**config.mk**
```make
export PLATFORM = sky130hd
export DESIGN_NAME = cpu_control_and_opcode_decode
export DESIGN_NICKNAME = d
export VERILOG_FILES = /design/src/cpu_control_and_opcode_decode.v
export VERILOG_INCLUDE_DIRS = /design/src
export SDC_FILE = /design/constraint.sdc
export NUM_CORES = 1
export LEC_CHECK = 0
export BUFFER_PORTS_ARGS = -buffer_cell sky130_fd_sc_hd__clkbuf_2
export CAP_MARGIN = 10
export CORE_MARGIN = 5
export CORE_UTILIZATION = 50
export CTS_BUF_LIST = sky130_fd_sc_hd__clkbuf_8
export CTS_CLUSTER_DIAMETER = 60
export DETAILED_ROUTE_END_ITERATION = 16
export PLACE_DENSITY = 0.75
export SYNTH_ARGS = -nofsm -noshare
export SYNTH_HDL_FRONTEND = slang
export SYNTH_SLANG_ARGS = --single-unit
export TNS_END_PERCENT = 5
```
**constraint.sdc**
```tcl
create_clock -name CLK_SYS -period 2.8 [get_ports CLK_SYS]
set_input_delay 0.14 -clock CLK_SYS [delete_from_list [all_inputs] [get_ports CLK_SYS]]
set_output_delay 0.14 -clock CLK_SYS [all_outputs]
set_load 0.02 [all_outputs]
```
**src/cpu_ctrl_map.vh**
```
/*
 * Constants for the CPU decode and execution control block: first-byte opcodes,
 * flag positions, state counts and register port offsets.
 * Assumes inclusion by the control block and its port checker; definitions only.
 */
`ifndef CPU_CTRL_MAP_VH
`define CPU_CTRL_MAP_VH

// Condition code bit positions
`define CCR_I 7
`define CCR_H 5
`define CCR_N 3
`define CCR_Z 2
`define CCR_V 1
`define CCR_C 0
`define CCR_RESET 8'h80

// First-byte opcodes of the control group
`define OP_NOP   8'h00
`define OP_SLEEP 8'h01
`define OP_STC   8'h02
`define OP_LDCR  8'h03
`define OP_ORC   8'h04
`define OP_XOR_COND_REG  8'h05
`define OP_AND_COND_REG  8'h06
`define OP_LDCI  8'h07
`define OP_ADD_WITH_CARRY  8'h0E
`define OP_DAA   8'h0F
`define OP_SUB_WITH_BORROW  8'h1E
`define OP_DAS   8'h1F
`define OP_BRA   8'h40
`define OP_BRN   8'h41
`define OP_BCC   8'h44
`define OP_BCS   8'h45
`define OP_UNSIGNED_DIVIDE 8'h51
`define OP_RTS   8'h54
`define OP_RTE   8'h56
`define OP_JSRI  8'h5F
`define OP_MOVX  8'h6A
`define OP_BMOV  8'h7B
`define OP_ADDW  8'h09
`define OP_SUBW  8'h19

// Low bits of byte 2 that separate the peripheral-synchronised moves
`define PSYNC_LOW_MASK 7'h70
`define PSYNC_LOW_CODE 7'h40
`define PSYNC_TO_BIT   3

// State counts with code and operands in on-chip memory
`define ST_SHORT 2
`define ST_CALL  8
`define ST_RET   8
`define ST_ERET  10
`define ST_BMOVB 8
`define ST_BMOVK 4

// Register port offsets
`define ADR_CTRL   4'h0
`define ADR_STATUS 4'h1
`define ADR_CCR    4'h2
`define ADR_SP     4'h3
`define ADR_PC     4'h4
`define ADR_OPCLS  4'h5

`endif

```
**src/cpu_control_and_opcode_decode.v**
```verilog
/*
 * Decode and execution control of an 8/16-bit CPU: first-byte opcode map,
 * call/return/sleep/condition-code group, flag rules and state counting.
 * Assumes program memory presents a word on INSTR with INSTR_VALID, and a
 * data port returns stack words in the same cycle (on-chip memory timing).
 */
// Decided for this implementation: the placing of the registers and the address-and-strobe port.
`timescale 1ns/1ps
`include "cpu_ctrl_map.vh"

// Contract
// - Indirect call: push PC, load from table, 8
// - Return: pop PC, SP+2, 8 states
// - Exception return pops CONDITION_CODE_REG then PC, 10
// - Sleep enters power-down, flags kept, 2 states
// - State counts assume on-chip code and operands
// - Word half-carry from bit 11
// - Extended ops keep Z on zero result
// - Decimal adjust sets carry, else keeps
// - Block move takes 4n+8 states
// - Divide N flag follows divisor sign
// - Divide Z flag marks zero divisor
// - Decode from first byte, two nibbles
// - Bit 7 splits shared first bytes
// - Low byte-2 bits separate synchronised moves
// - Push and pop decode as moves
// - Branch aliases decode as their twins
// - High nibble 8-F selects immediate ALU ops
module cpu_control_and_opcode_decode (
	input  wire        CLK_SYS,
	input  wire        RST_N,
	input  wire [15:0] INSTR,
	input  wire        INSTR_VALID,
	output wire        INSTR_READY,
	input  wire [15:0] MEM_RDATA,
	output reg  [15:0] MEM_ADDR,
	output reg  [15:0] MEM_WDATA,
	output reg         MEM_WE,
	output reg         MEM_RE,
	input  wire [7:0]  OPND_B,
	input  wire [15:0] OPND_A,
	input  wire [15:0] OPND_W,
	input  wire        WAKE,
	output reg         SLEEPING,
	output reg  [4:0]  OP_CLASS,
	input  wire [3:0]  REG_ADDR,
	input  wire [15:0] REG_WDATA,
	input  wire        REG_WR,
	input  wire        REG_RD,
	output reg  [15:0] REG_RDATA
);

	// Operation classes reported on OP_CLASS
	localparam [4:0] C_NOP = 5'h00, C_SLEEP = 5'h01, C_CCR = 5'h02, C_CALL = 5'h03,
		C_RET = 5'h04, C_ERET = 5'h05, C_ADD_WITH_CARRY = 5'h06, C_SUB_WITH_BORROW = 5'h07,
		C_DADJ = 5'h08, C_DIV = 5'h09, C_BMOV = 5'h0A, C_MOV = 5'h0B,
		C_PSYNC = 5'h0C, C_BRA = 5'h0D, C_BRN = 5'h0E, C_BCC = 5'h0F,
		C_BCS = 5'h10, C_ALU = 5'h11, C_WORD = 5'h12, C_OTHER = 5'h13;

	// One-hot sequencer states
	localparam [4:0] S_IDLE = 5'b00001, S_EXEC = 5'b00010, S_MEM1 = 5'b00100,
		S_MEM2 = 5'b01000, S_SLEEP = 5'b10000;

	reg [4:0]  state_reg, state_next;
	reg [7:0]  ccr_reg, ccr_next;
	reg [15:0] sp_reg, sp_next;
	reg [15:0] pc_reg, pc_next;
	reg [15:0] ir_reg;
	reg [10:0] cnt_reg, cnt_next;
	reg        ctrl_sleep_en_reg;
	reg        wake_s1_reg, wake_s2_reg;
	reg [4:0]  cls;
	reg [12:0] lowsum;
	reg [16:0] wsum;
	reg        dcarry;

	// First-byte decode; used for acceptance and for execution
	function [4:0] decode;
		input [15:0] w;
		begin
			case (w[15:8])
			`OP_NOP:   decode = C_NOP;
			`OP_SLEEP: decode = C_SLEEP;
			`OP_STC, `OP_LDCR, `OP_ORC, `OP_XOR_COND_REG, `OP_AND_COND_REG, `OP_LDCI: decode = C_CCR;
			`OP_ADD_WITH_CARRY:  decode = C_ADD_WITH_CARRY;
			`OP_SUB_WITH_BORROW:  decode = C_SUB_WITH_BORROW;
			`OP_DAA, `OP_DAS: decode = C_DADJ;
			`OP_BRA:   decode = C_BRA;
			`OP_BRN:   decode = C_BRN;
			`OP_BCC:   decode = C_BCC;
			`OP_BCS:   decode = C_BCS;
			`OP_UNSIGNED_DIVIDE: decode = C_DIV;
			`OP_RTS:   decode = C_RET;
			`OP_RTE:   decode = C_ERET;
			`OP_JSRI:  decode = C_CALL;
			`OP_ADDW, `OP_SUBW: decode = C_WORD;
			// Bit 7 picks block move over move in the shared byte
			`OP_BMOV:  decode = w[7] ? C_BMOV : C_MOV;
			`OP_MOVX: begin
				// Push/pop need nothing: they are plain moves
				if ((w[6:0] & `PSYNC_LOW_MASK) == `PSYNC_LOW_CODE)
					decode = C_PSYNC;
				else
					decode = C_MOV;
			end
			default: begin
				if (w[15])
					decode = C_ALU;
				else
					decode = C_OTHER;
			end
			endcase
		end
	endfunction

	// Ready only when idle; sleep and multi-state work hold the fetch
	assign INSTR_READY = state_reg[0];

	// Two-flop synchroniser for the external wake level
	always @(posedge CLK_SYS) begin
		if (!RST_N) begin
			wake_s1_reg <= 1'b0;
			wake_s2_reg <= 1'b0;
		end else begin
			wake_s1_reg <= WAKE;
			wake_s2_reg <= wake_s1_reg;
		end
	end

	// Next-state, flag and sequencing logic
	always @* begin
		state_next = state_reg;
		ccr_next   = ccr_reg;
		sp_next    = sp_reg;
		pc_next    = pc_reg;
		cnt_next   = cnt_reg;
		cls        = decode(ir_reg);
		lowsum     = 13'h0000;
		wsum       = 17'h00000;
		dcarry     = 1'b0;
		case (state_reg)
		S_IDLE: begin
			if (INSTR_VALID)
				state_next = S_EXEC;
		end
		S_EXEC: begin
			// Counts below hold for on-chip fetch and data only
			cnt_next = 11'd`ST_SHORT - 11'd1;
			pc_next = pc_reg + 16'h0002;
			state_next = S_MEM2;
			case (cls)
			C_SLEEP: begin
				if (ctrl_sleep_en_reg)
					state_next = S_SLEEP;
			end
			C_CCR: begin
				case (ir_reg[15:8])
				`OP_LDCI: ccr_next = ir_reg[7:0];
				`OP_LDCR: ccr_next = OPND_B;
				`OP_AND_COND_REG: ccr_next = ccr_reg & ir_reg[7:0];
				`OP_ORC:  ccr_next = ccr_reg | ir_reg[7:0];
				`OP_XOR_COND_REG: ccr_next = ccr_reg ^ ir_reg[7:0];
				default:  ccr_next = ccr_reg;
				endcase
			end
			C_CALL: begin
				sp_next = sp_reg - 16'h0002;
				cnt_next = 11'd`ST_CALL - 11'd1;
				state_next = S_MEM1;
			end
			C_RET: begin
				cnt_next = 11'd`ST_RET - 11'd1;
				state_next = S_MEM1;
			end
			C_ERET: begin
				cnt_next = 11'd`ST_ERET - 11'd1;
				state_next = S_MEM1;
			end
			C_ADD_WITH_CARRY, C_SUB_WITH_BORROW: begin
				wsum = (cls == C_ADD_WITH_CARRY) ?
					{9'h000, OPND_A[7:0]} + {9'h000, OPND_B} + {16'h0000, ccr_reg[`CCR_C]} :
					{9'h000, OPND_A[7:0]} - {9'h000, OPND_B} - {16'h0000, ccr_reg[`CCR_C]};
				ccr_next[`CCR_C] = wsum[8];
				ccr_next[`CCR_N] = wsum[7];
				if (wsum[7:0] != 8'h00)
					ccr_next[`CCR_Z] = 1'b0;
			end
			C_WORD: begin
				lowsum = (ir_reg[12]) ? {1'b0, OPND_A[11:0]} - {1'b0, OPND_W[11:0]} :
					{1'b0, OPND_A[11:0]} + {1'b0, OPND_W[11:0]};
				// Bit 12 is the carry or borrow out of bit 11
				ccr_next[`CCR_H] = lowsum[12];
			end
			C_DADJ: begin
				dcarry = (OPND_A[7:0] > 8'h99) | ccr_reg[`CCR_C];
				if (dcarry)
					ccr_next[`CCR_C] = 1'b1;
			end
			C_DIV: begin
				ccr_next[`CCR_N] = OPND_B[7];
				ccr_next[`CCR_Z] = (OPND_B == 8'h00);
			end
			C_BMOV: begin
				cnt_next = ({3'b000, OPND_B} << 2) + 11'd`ST_BMOVB - 11'd1;
			end
			default: ;
			endcase
		end
		S_MEM1: begin
			cnt_next = cnt_reg - 11'd1;
			case (cls)
			C_RET: begin
				pc_next = MEM_RDATA;
				sp_next = sp_reg + 16'h0002;
			end
			C_ERET: begin
				ccr_next = MEM_RDATA[7:0];
				sp_next = sp_reg + 16'h0002;
			end
			default: ;
			endcase
			state_next = S_MEM2;
		end
		S_MEM2: begin
			if (cnt_reg > 11'd1) begin
				cnt_next = cnt_reg - 11'd1;
			end else begin
				cnt_next = 11'd0;
				state_next = S_IDLE;
			end
			if (cls == C_ERET && cnt_reg == 11'd`ST_ERET - 11'd2) begin
				pc_next = MEM_RDATA;
				sp_next = sp_reg + 16'h0002;
			end
			// Vector word is on the bus only in this slot
			if (cls == C_CALL && cnt_reg == 11'd`ST_CALL - 11'd2)
				pc_next = MEM_RDATA;
		end
		S_SLEEP: begin
			if (wake_s2_reg)
				state_next = S_IDLE;
		end
		default: state_next = S_IDLE;
		endcase
	end

	// Memory strobes for stack and vector traffic
	always @* begin
		MEM_ADDR  = 16'h0000;
		MEM_WDATA = 16'h0000;
		MEM_WE    = 1'b0;
		MEM_RE    = 1'b0;
		if (state_reg == S_MEM1) begin
			case (cls)
			C_CALL: begin
				MEM_WE    = 1'b1;
				MEM_ADDR  = sp_reg;
				MEM_WDATA = pc_reg;
			end
			C_RET, C_ERET: begin
				MEM_RE   = 1'b1;
				MEM_ADDR = sp_reg;
			end
			default: ;
			endcase
		end else if (state_reg == S_MEM2 && cls == C_CALL && cnt_reg == 11'd`ST_CALL - 11'd2) begin
			MEM_RE   = 1'b1;
			MEM_ADDR = {8'h00, ir_reg[7:0]};
		end else if (state_reg == S_MEM2 && cls == C_ERET &&
			cnt_reg == 11'd`ST_ERET - 11'd2) begin
			MEM_RE   = 1'b1;
			MEM_ADDR = sp_reg;
		end
	end

	// Sequencer registers
	always @(posedge CLK_SYS) begin
		if (!RST_N) begin
			state_reg <= S_IDLE;
			ccr_reg   <= `CCR_RESET;
			sp_reg    <= 16'h0000;
			pc_reg    <= 16'h0000;
			cnt_reg   <= 11'd0;
			ir_reg    <= 16'h0000;
			SLEEPING  <= 1'b0;
			OP_CLASS  <= 5'h00;
		end else begin
			state_reg <= state_next;
			ccr_reg   <= ccr_next;
			sp_reg    <= sp_next;
			pc_reg    <= pc_next;
			cnt_reg   <= cnt_next;
			SLEEPING  <= (state_next == S_SLEEP);
			if (state_reg == S_IDLE && INSTR_VALID) begin
				ir_reg   <= INSTR;
				OP_CLASS <= decode(INSTR);
			end
			// Software writes lose to the sequencer only while busy
			if (REG_WR && state_reg == S_IDLE) begin
				case (REG_ADDR)
				`ADR_CCR: ccr_reg <= REG_WDATA[7:0];
				`ADR_SP:  sp_reg  <= REG_WDATA;
				`ADR_PC:  pc_reg  <= REG_WDATA;
				default: ;
				endcase
			end
		end
	end

	// Control register and read port
	always @(posedge CLK_SYS) begin
		if (!RST_N) begin
			ctrl_sleep_en_reg <= 1'b1;
			REG_RDATA         <= 16'h0000;
		end else begin
			if (REG_WR && REG_ADDR == `ADR_CTRL)
				ctrl_sleep_en_reg <= REG_WDATA[0];
			if (REG_RD) begin
				case (REG_ADDR)
				`ADR_CTRL:   REG_RDATA <= {15'h0000, ctrl_sleep_en_reg};
				`ADR_STATUS: REG_RDATA <= {11'h000, state_reg};
				`ADR_CCR:    REG_RDATA <= {8'h00, ccr_reg};
				`ADR_SP:     REG_RDATA <= sp_reg;
				`ADR_PC:     REG_RDATA <= pc_reg;
				`ADR_OPCLS:  REG_RDATA <= {11'h000, OP_CLASS};
				default:     REG_RDATA <= 16'h0000;
				endcase
			end else begin
				REG_RDATA <= 16'h0000;
			end
		end
	end

endmodule

```
; Word level (Yosys, flattened, before mapping)
; Index checks and enable logic that the tools add are counted.
[word_totals]
register_bits = 97
latch_bits = 0
mem_bits_rw = 0
romBits = 0
out_inout_bits = 57
wordCells = 185
memories = 0
[classes]
add_sub_neg = 12
multipliers = 0
div = 0
order_cmp = 2
eq_ne = 72
shift = 0
muxes = 57
bitwise = 4
reduce_logical = 26
[ops]
columns = operator, n
row1 = 16-bit two-way mux, 16
row2 = 5-bit one-hot mux with 17 select lines, 2
row3 = 8-bit by 7-bit == test with 1-bit output (second input constant), 20
row4 = 16-bit one-hot mux with 3 select lines, 2
row5 = 16-bit one-hot mux with 6 select lines, 1
row6 = 11-bit one-hot mux with 3 select lines, 2
row7 = 8-bit by 3-bit == test with 1-bit output (second input constant), 8
row8 = 8-bit by 4-bit == test with 1-bit output (second input constant), 6
row9 = 8-bit by 5-bit == test with 1-bit output (second input constant), 6
row10 = 8-bit one-hot mux with 5 select lines, 1
row11 = 16-bit by 2-bit adder with 16-bit output (second input constant), 2
row12 = 8-bit by 2-bit == test with 1-bit output (second input constant), 4
row13 = 5-bit by 3-bit == test with 1-bit output (second input constant), 5
row14 = 5-bit one-hot mux with 5 select lines, 1
row15 = 8-bit zero test, 3
row16 = 8-bit two-way mux, 3
row17 = 11-bit by 1-bit subtractor with 11-bit output (second input constant), 2
row18 = 5-bit by 4-bit == test with 1-bit output (second input constant), 4
row19 = 5-bit two-way mux, 4
row20 = 8-bit by 1-bit == test with 1-bit output (second input constant), 2
row21 = 8-bit one-hot mux with 2 select lines, 1
row22 = 16-bit by 2-bit subtractor with 16-bit output (second input constant), 1
row23 = 5-bit by 2-bit == test with 1-bit output (second input constant), 3
row24 = 5-bit == test (second input constant), 3
row25 = 38 further kinds, 71

; Depth between registers and ports, before layout
; Gate-level depths: netlist (run 1).
[depth]
depth_word = 11
depth_mapped = 14
depth_no_buf = 14

; Worst setup path before layout (run 1)
; Ideal clock, no wire load.
[synth_path]
path_type = register to register
startpoint = reg ccr_reg[0]
endpoint = reg ccr_reg[2]
setup_time_ns = 0.069
arrival_ns = 2.638
slack_ns = 0.093
stages_incl_launch_ff = 11
n_path_buf = 0
cell_sequence = dfxtp_1 -> inv_1 -> fa_1 -> inv_1 -> fa_1 -> or3_1 -> nor3_2 -> or4b_1 -> a211oi_1 -> mux2i_1 -> o21ai_1
[synth_between]
elab_chain_cells = 8
elab_cells_between_ends = 9
[synth_rtl]
columns = element, line_no
row1 = from (decl), cpu_control_and_opcode_decode.v:65  ; reg [7:0] ccr_reg, ccr_next;
row2 = from (signal assigned), cpu_control_and_opcode_decode.v:280  ; ccr_reg <= `CCR_RESET;
row3 = from (signal assigned), cpu_control_and_opcode_decode.v:289  ; ccr_reg <= ccr_next;
row4 = from (signal assigned), cpu_control_and_opcode_decode.v:301  ; `ADR_CCR: ccr_reg <= REG_WDATA[7:0];
row5 = 9-bit by 2-bit subtractor with 9-bit output / 9-bit by 1-bit adder with 9-bit output (equally long branches), "cpu_control_and_opcode_decode.v:182, cpu_control_and_opcode_decode.v:181"
row6 = 9-bit two-way mux *, cpu_control_and_opcode_decode.v:180  ; wsum = (cls == C_ADD_WITH_CARRY) ?
row7 = 8-bit nonzero test *, cpu_control_and_opcode_decode.v:185  ; if (wsum[7:0] != 8'h00)
row8 = 1-bit two-way mux *, cpu_control_and_opcode_decode.v:185
row9 = 2-bit one-hot mux with 3 select lines *, cpu_control_and_opcode_decode.v:151  ; case (cls)
row10 = 8-bit one-hot mux with 2 select lines *, cpu_control_and_opcode_decode.v:141  ; case (state_reg)
row11 = 8-bit two-way mux, cpu_control_and_opcode_decode.v:300  ; case (REG_ADDR)
row12 = 8-bit two-way mux *, cpu_control_and_opcode_decode.v:299  ; if (REG_WR && state_reg == S_IDLE) begin
; Every way passes the cells marked *; elsewhere a longest branch is shown, timed or not.
; A chain may end at the register's enable or synchronous reset.

; Final worst setup path (run 1)
[layout_path]
startpoint = reg cnt_reg[1]
endpoint = out MEM_ADDR[7]
[layout_between]
elab_chain_cells = 5
elab_cells_between_ends = 7
[layout_rtl]
columns = element, line_no
row1 = from (decl), cpu_control_and_opcode_decode.v:69  ; reg [10:0] cnt_reg, cnt_next;
row2 = from (signal assigned), cpu_control_and_opcode_decode.v:292  ; cnt_reg <= cnt_next;
row3 = 11-bit by 4-bit == test with 1-bit output, cpu_control_and_opcode_decode.v:270  ; cnt_reg == 11'd`ST_ERET - 11'd2) begin
row4 = 1-bit logical AND, cpu_control_and_opcode_decode.v:269  ; end else if (state_reg == S_MEM2 && cls == C_ERET &&
row5 = 16-bit two-way mux, cpu_control_and_opcode_decode.v:269
row6 = 16-bit two-way mux *, cpu_control_and_opcode_decode.v:266  ; end else if (state_reg == S_MEM2 && cls == C_CALL && cnt_reg == 11'd`ST_CALL - 11'd2) begin
row7 = 16-bit two-way mux *, cpu_control_and_opcode_decode.v:253  ; if (state_reg == S_MEM1) begin
row8 = to (decl), cpu_control_and_opcode_decode.v:36  ; output reg [15:0] MEM_ADDR,
; Marked as above.

==> results by group, run 1 <==
Status
  – Outcome: finished with violations
  – Violated checks: design-rule violations

GRT
  – Initial antenna violation count: 0
  – All-Layer GR Usage: between 30% and 40%
  – Number of global-route vias before repair: 9,435
  – Global-route wire length before repair: approximately 50,000 µm
  – Largest net degree at the start of global routing: 40
  – Total global routing overflow: 0

Floorplanning
  – # IOs: about 160
  – Num rows: 48
  – Die ar.: 20,600 µm²
  – Core area: around 17,000 µm²
  – Die height: between 100 and 150 µm
  – Initial Utilization: approximately half
  – Die Width: 144 µm

Logic synthesis
  – Most frequently used flop master after synthesis: dfxtp_1
  – Mapped Cells: 1,210
  – Sequential element share of the synthesized area: a little over a fifth
  – Synth Area per Inst: approximately 7.4 µm²
  – Number of flops mapped to enable cells by yosys: 0
  – Synth cell types: 86
  – Synthesized net count: approximately 1,400
  – Ys Warns: 0
  – Mapped cell area: roughly 8900 µm²
  – Synthesis-stage register bit count: a little under 100
  – Async S/R FF share, synth: 0%

Route
  – Final ANT Viol Nets: 0
  – Routed len/inst: 20.1 µm
  – Detailed Route Iter0 Violations: 1,185
  – DRT Wirelength: between 30,000 and 40,000 µm
  – Initial DRT Pass Iterations: 12
  – Vias/cell: about 6.5
  – Via count: between 10,000 and 15,000
  – DR DRC count: 1

Min path
  – Hold WC Path Type: in -> reg

Timing
  – Final Cycle Share: 98.0%
  – Min Tclk post-route: between 2 and 3 ns
  – Worst hold slack: about 0.018 ns
  – Worst-Margin Slew: 0.841 ns
  – Final WS setup: ~0.057 ns
  – Post-route setup TNS: 0 ns
  – RSZ-0062 raised after global routing: true
  – Max-slew headroom: about 44%
  – Max frequency: 0.365 GHz
  – Setup Skew: 0.0128 ns
  – Final Slew Violations: 0
  – Final hold vios: 0
  – Setup-failing EPs final: 0

Clock tree
  – Clk_lat worst skew: between 0.4 and 0.5 ns
  – Max Buffers Root-to-Sink: 2
  – H-tree levels: 3
  – CTS tree: done
  – Root buf cell: clkbuf_8
  – Clock sinks: 97
  – Post CTS Setup Buffer Count: 0
  – Num CTS Buffers: 9
  – CTS clock-pin slew for the worst setup and hold paths: 0.11 ns

Critical path
  – CP Launch Type: flip-flop
  – Crit-path cells: inv_1 -> ha_1 -> nand3b_1 -> or3_4 -> or2_4 -> o22ai_4 -> buf_6 -> a22o_1 -> clkbuf_2
  – Crit-path max cell delay: approximately 0.38 ns
  – CP Data Required Time: around 2.7 ns
  – Worst setup EP type: output pin
  – CP Data Arrival Time: 2.60 ns
  – Critical path class: reg -> out
  – Worst path top cell family by delay: simple AND/OR/NAND/NOR gates
  – CP max FO: 8
  – CP max-delay cell: or3_4
  – Buf/Inv on CP: 3

Place
  – Port Buf Inserts: 146
  – GP Congestion: roughly 0.97
  – Post-DP HPWL: ~24,000 µm
  – Pre-CTS WS: 0.0170 ns

Pwr
  – PwrDens: roughly 350 nW/µm²
  – Design Power: approximately 3.7 mW
  – VDD IR max: between 0.2 and 0.25 mV
  – Leak: ~4.2 nW

Final layout
  – Layout Nets: approximately 1,500
  – Post-layout util: roughly 60%
  – Antenna cells: 0
  – Area delta synth->final: 17.9%
  – Share of cells above drive strength 1: around a fifth

Flow run
  – Reported max-cap violation count: 0
## final timing paths
check	start	end	slack [ns]	depth (start not counted)
worst max-delay path	cnt_reg[1]	MEM_ADDR[7]	0.06	9
worst min-delay path	REG_WDATA[7]	ccr_reg[7]	0.02	3
worst max register to register	ccr_reg[0]	ccr_reg[2]	0.08	10
worst min register to register	wake_s1_reg	wake_s2_reg	0.45	1
## cell families after synthesis
family / Yosys count / share of synthesized area (%)
AND/OR/NAND/NOR: 462 / 27.0
multiplexers: 31 / 3.76
XOR/XNOR: 49 / 4.81
AO/OA/AOI/OAI: 365 / 27.2
buffers and inverters: 144 / 6.43
flip-flops: 97 / 21.8
adder cells (fa/ha/maj): 62 / 9.03
## metal layers
layer	part of all wire, %	vias to the layer above	GRT usage [%]
li1	-	4781	-
met1	40	4751	39.6
met2	43	609	46.2
met3	11	132	4.66
met4	6.1	0	18.4
met5	0	-	0
## metrics by stage
step	std cells	area, µm²
after CTS	1591	10500
final	1592	10500
after floorplan	1210	8920
after global routing	1592	10500
after detailed placement	1563	10100
after global placement	1563	10100
## where the power goes
part | switching [mW] | internal (mW) | leakage (nW)
Sequential | 0.108 | 1.44 | 0.791
Combinational | 0.675 | 0.474 | 3.33
Clock | 0.579 | 0.417 | 0.108
Total | 1.36 | 2.33 | 4.23
## worst register-to-register path: cells and delay by family (launching register included)
kind,cells,cell delay [ns]
AOI/OAI and AO/OA,2,0.31
adders and majority gates,2,0.74
buffers and inverters,2,0.14
DFF,1,0.34
muxes,1,0.10
and+or+nand+nor,3,1.05
## synthesized netlist by cell type (all sizes together) (11+ instances only)
library cell,count,area share (%)
nand2,114,4.8
nor2,102,4.3
dfxtp,97,22
o21ai,93,5.2
a21oi,89,5.0
inv,64,2.7
clkbuf,63,2.6
ha,58,8.1
nor3,49,2.9
xnor2,34,3.3
and2,30,2.1
a31oi,28,2.0
nand3,26,1.5
a221oi,21,2.3
mux2i,20,2.2
and3,17,1.2
buf,17,1.1
nor4,17,1.5
nand4,16,1.1
nor2b,16,1.1
or3,15,1.1
xor2,15,1.5
a22o,14,1.4
o22ai,13,0.91
nand2b,11,0.77
## final cells by class
class | count | area, µm²
Fill cell | 1635 | 6900
Sequential cell | 97 | 1950
Clock buffer | 9 | 124
Clock inverter | 7 | 71.3
Timing Repair Buffer | 221 | 1350
Tap cell | 225 | 282
Multi-Input combinational cell | 969 | 6500
Inverter | 64 | 240
## what timing repair did
item | CTS | global route
hold endpoints to repair | 12 | 0
gates cloned | 0 | 1
endpoints found under the setup margin | 18 | 21
resized for setup | 8 | 15
pin swaps | 0 | 3
hold buffers | 12 | 0
## layout by cell type (no fill, tap or decap), types with 17 or more instances in the layout
cell	instances
clkbuf_2	146
nor2_1	100
mux2i_1	20
nand3_1	26
a31oi_1	28
a21oi_1	89
and3_1	17
buf_4	60
nor3_1	47
dfxtp_1	89
nand2_1	114
and2_1	30
inv_1	65
xnor2_1	34
ha_1	58
a221oi_1	20
o21ai_0	89
Power figures use the tool's default switching activity.
==> run 2, diff against run 1 <==
--- a/config.mk
+++ b/config.mk
@@ -8,6 +8,7 @@
 export LEC_CHECK = 0
 export BUFFER_PORTS_ARGS = -buffer_cell sky130_fd_sc_hd__clkbuf_2
 export CAP_MARGIN = 10
+export CORE_ASPECT_RATIO = 0.5
 export CORE_MARGIN = 5
 export CORE_UTILIZATION = 50
 export CTS_BUF_LIST = sky130_fd_sc_hd__clkbuf_8
==> run 2 against run 1 <==
Effect of this change: the flow now finishes without violations; power up 1.0%; clock skew increased by 0.0072 ns; sequential share of layout area is 0.11 points lower; core utilization increased by 0.085 points; via count fell by 0.55%; fmax shrank 1.4%; hold slack got worse by 0.014 ns; flip-flop and latch count is the same; register-to-register slack worse by 0.06 ns; routed wire length is 1.2% higher; first-iteration DRC count is 4.7% higher; combinational power barely moved.
==> results by group, run 2 (synthesis gave the netlist of run 1 again) <==
Pwr
  – Clock power share: 27.1%
  – Psw: approximately 1.4 mW
  – Design Power: between 3 and 4 mW
  – PwrDens: about 350 nW/µm²
  – Power share of the combinational group: 31.5%
  – Leak: approximately 4.3 nW
  – Sw frac: about 37%
  – Power Internal: ~2.3 mW
  – VDD IR max: ~0.23 mV
  – Sequential power share: between 40% and 50%

Timing
  – Worst-Margin Slew: about 0.68 ns
  – RSZ-0062 raised after global routing: true
  – Max frequency: 0.360 GHz
  – Final WS setup: 0.0190 ns
  – Max-slew headroom: 54.6%
  – Final Cycle Share: just under 100%
  – Min Tclk post-route: around 2.8 ns
  – Post-route setup TNS: 0 ns
  – Setup Skew: 0.0200 ns
  – Final hold vios: 0
  – Setup-failing EPs final: 0
  – Final Slew Violations: 0

Final layout
  – Share of cells above drive strength 1: a little over a fifth
  – Most frequent cells in the layout: 146 x clkbuf_2, 114 x nand2_1, 100 x nor2_1
  – Area delta synth->final: 18.2%
  – Commonest non-fill, non-tap cell in the layout: clkbuf_2
  – Post-layout util: 60.5%
  – Antenna cells: 0
  – Layout Nets: 1,531

Critical path
  – CP Launch Type: flip-flop
  – CP Data Arrival Time: slightly above 3 ns
  – CP max-delay cell: or4b_1
  – Critical path class: reg -> reg
  – CP Data Required Time: between 3 and 4 ns
  – Crit-path max cell delay: 0.47 ns
  – Worst setup EP type: flip-flop
  – Crit-path cells: inv_1 -> fa_2 -> inv_1 -> fa_1 -> or3_1 -> nor3_2 -> or4b_1 -> a211oi_2 -> mux2i_1 -> o21ai_1
  – CP max FO: 2
  – Most common cell type on the critical path: inv_1

Clock tree
  – Root buf cell: clkbuf_8
  – Clk_lat worst skew: a little under 0.4 ns
  – Max Buffers Root-to-Sink: 2
  – Clock sinks: 97
  – H-tree levels: 3
  – Num CTS Buffers: 9
  – CTS clock-pin slew for the worst setup and hold paths: approximately 0.1 ns
  – CTS tree: done
  – Post CTS Setup Buffer Count: 0

Floorplanning
  – Core area: between 15,000 and 20,000 µm²
  – # IOs: 155
  – Initial Utilization: 51.2%
  – Die height: between 100 and 150 µm
  – Die ar.: between 20,000 and 25,000 µm²
  – Die Width: about 200 µm
  – Num rows: 34

GRT
  – Number of global-route vias before repair: ~9,300
  – Total global routing overflow: 0
  – M3 GR Usage: under 10%
  – Largest net degree at the start of global routing: 29
  – All-Layer GR Usage: 29.7%
  – Global-route wire length before repair: about 50,000 µm
  – M2 GR Usage: between 40% and 50%
  – Initial antenna violation count: 0
  – Met1 Use GR: 42.7%
  – GR peak layer: met2

Status
  – Outcome: complete, no violations

Route
  – Final ANT Viol Nets: 0
  – Initial DRT Pass Iterations: 7
  – Detailed Route Iter0 Violations: approximately 1,200
  – DR DRC count: 0
  – Vias/cell: between 6 and 7
  – Routed len/inst: 20.1 µm
  – DRT Wirelength: 32,400 µm
  – Via count: 10,200

Place
  – Pre-CTS WS: -0.0473 ns
  – Post-DP HPWL: between 20,000 and 30,000 µm
  – Port Buf Inserts: approximately 150
  – GP Congestion: a little under 1

Flow run
  – Reported max-cap violation count: 0

Min path
  – Hold WC Path Type: in -> reg
## run 2: layer usage
metal | wire (µm) | vias to the layer above
li1 | - | 4777
met1 | 13900 | 4818
met2 | 14400 | 553
met3 | 3260 | 69
met4 | 814 | 0
met5 | 0 | -
## run 2: critical path: cells and delay by family, from the launching register on
kind / cells / cell delay [ns]
DFF: 1 / 0.34
buffers and inverters: 2 / 0.16
muxes: 1 / 0.10
and+or+nand+nor: 3 / 0.99
adders and majority gates: 2 / 0.77
AOI/OAI and AO/OA: 2 / 0.37
## run 2: area by class of cell
type                       instances  area (µm²)
fill                            1652        6890
multi-input combinational        969        6470
sequential                        97        1950
timing repair buffer             230        1400
tap                              234         293
inverter                          64         240
clock buffer                       9         124
clock inverter                     7        85.1
## run 2: final timing paths
path               startpoint           to  slack [ns]  cells after the start
setup / recovery   ccr_reg[0]   ccr_reg[2]        0.02                     10
hold / removal       INSTR[4]    ir_reg[4]       0.004                      3
setup reg to reg   ccr_reg[0]   ccr_reg[2]        0.02                     10
hold reg to reg   wake_s1_reg  wake_s2_reg        0.45                      1
## run 2: what timing repair did
item / CTS / global route
hold endpoints to repair: 7 / 0
setup endpoints to repair: 7 / 28
hold buffers: 7 / 0
cloned: 0 / 0
gates resized for setup: 3 / 12
## run 2: power by group through the flow
| stage | clock [mW] | combinational (mW) | sequential, mW |
|---|---|---|---|
| 2_1_floorplan | 0 | 0.749 | 1.53 |
| 3_3_place_gp | 0 | 1.10 | 1.56 |
| 3_5_place_dp | 0 | 1.13 | 1.57 |
| 4_1_cts | 1.02 | 1.15 | 1.53 |
| 5_1_grt | 1.07 | 1.29 | 1.55 |
| 6_report | 1.01 | 1.17 | 1.54 |
## run 2: metrics by stage
stage	instances	hold slack, ns	instance area, µm²
2_1_floorplan	1210	0.265	8920
3_3_place_gp	1587	0.345	10200
3_5_place_dp	1587	0.356	10200
4_1_cts	1610	0.00145	10500
5_1_grt	1610	0.00531	10600
6_report	1610	0.00445	10600
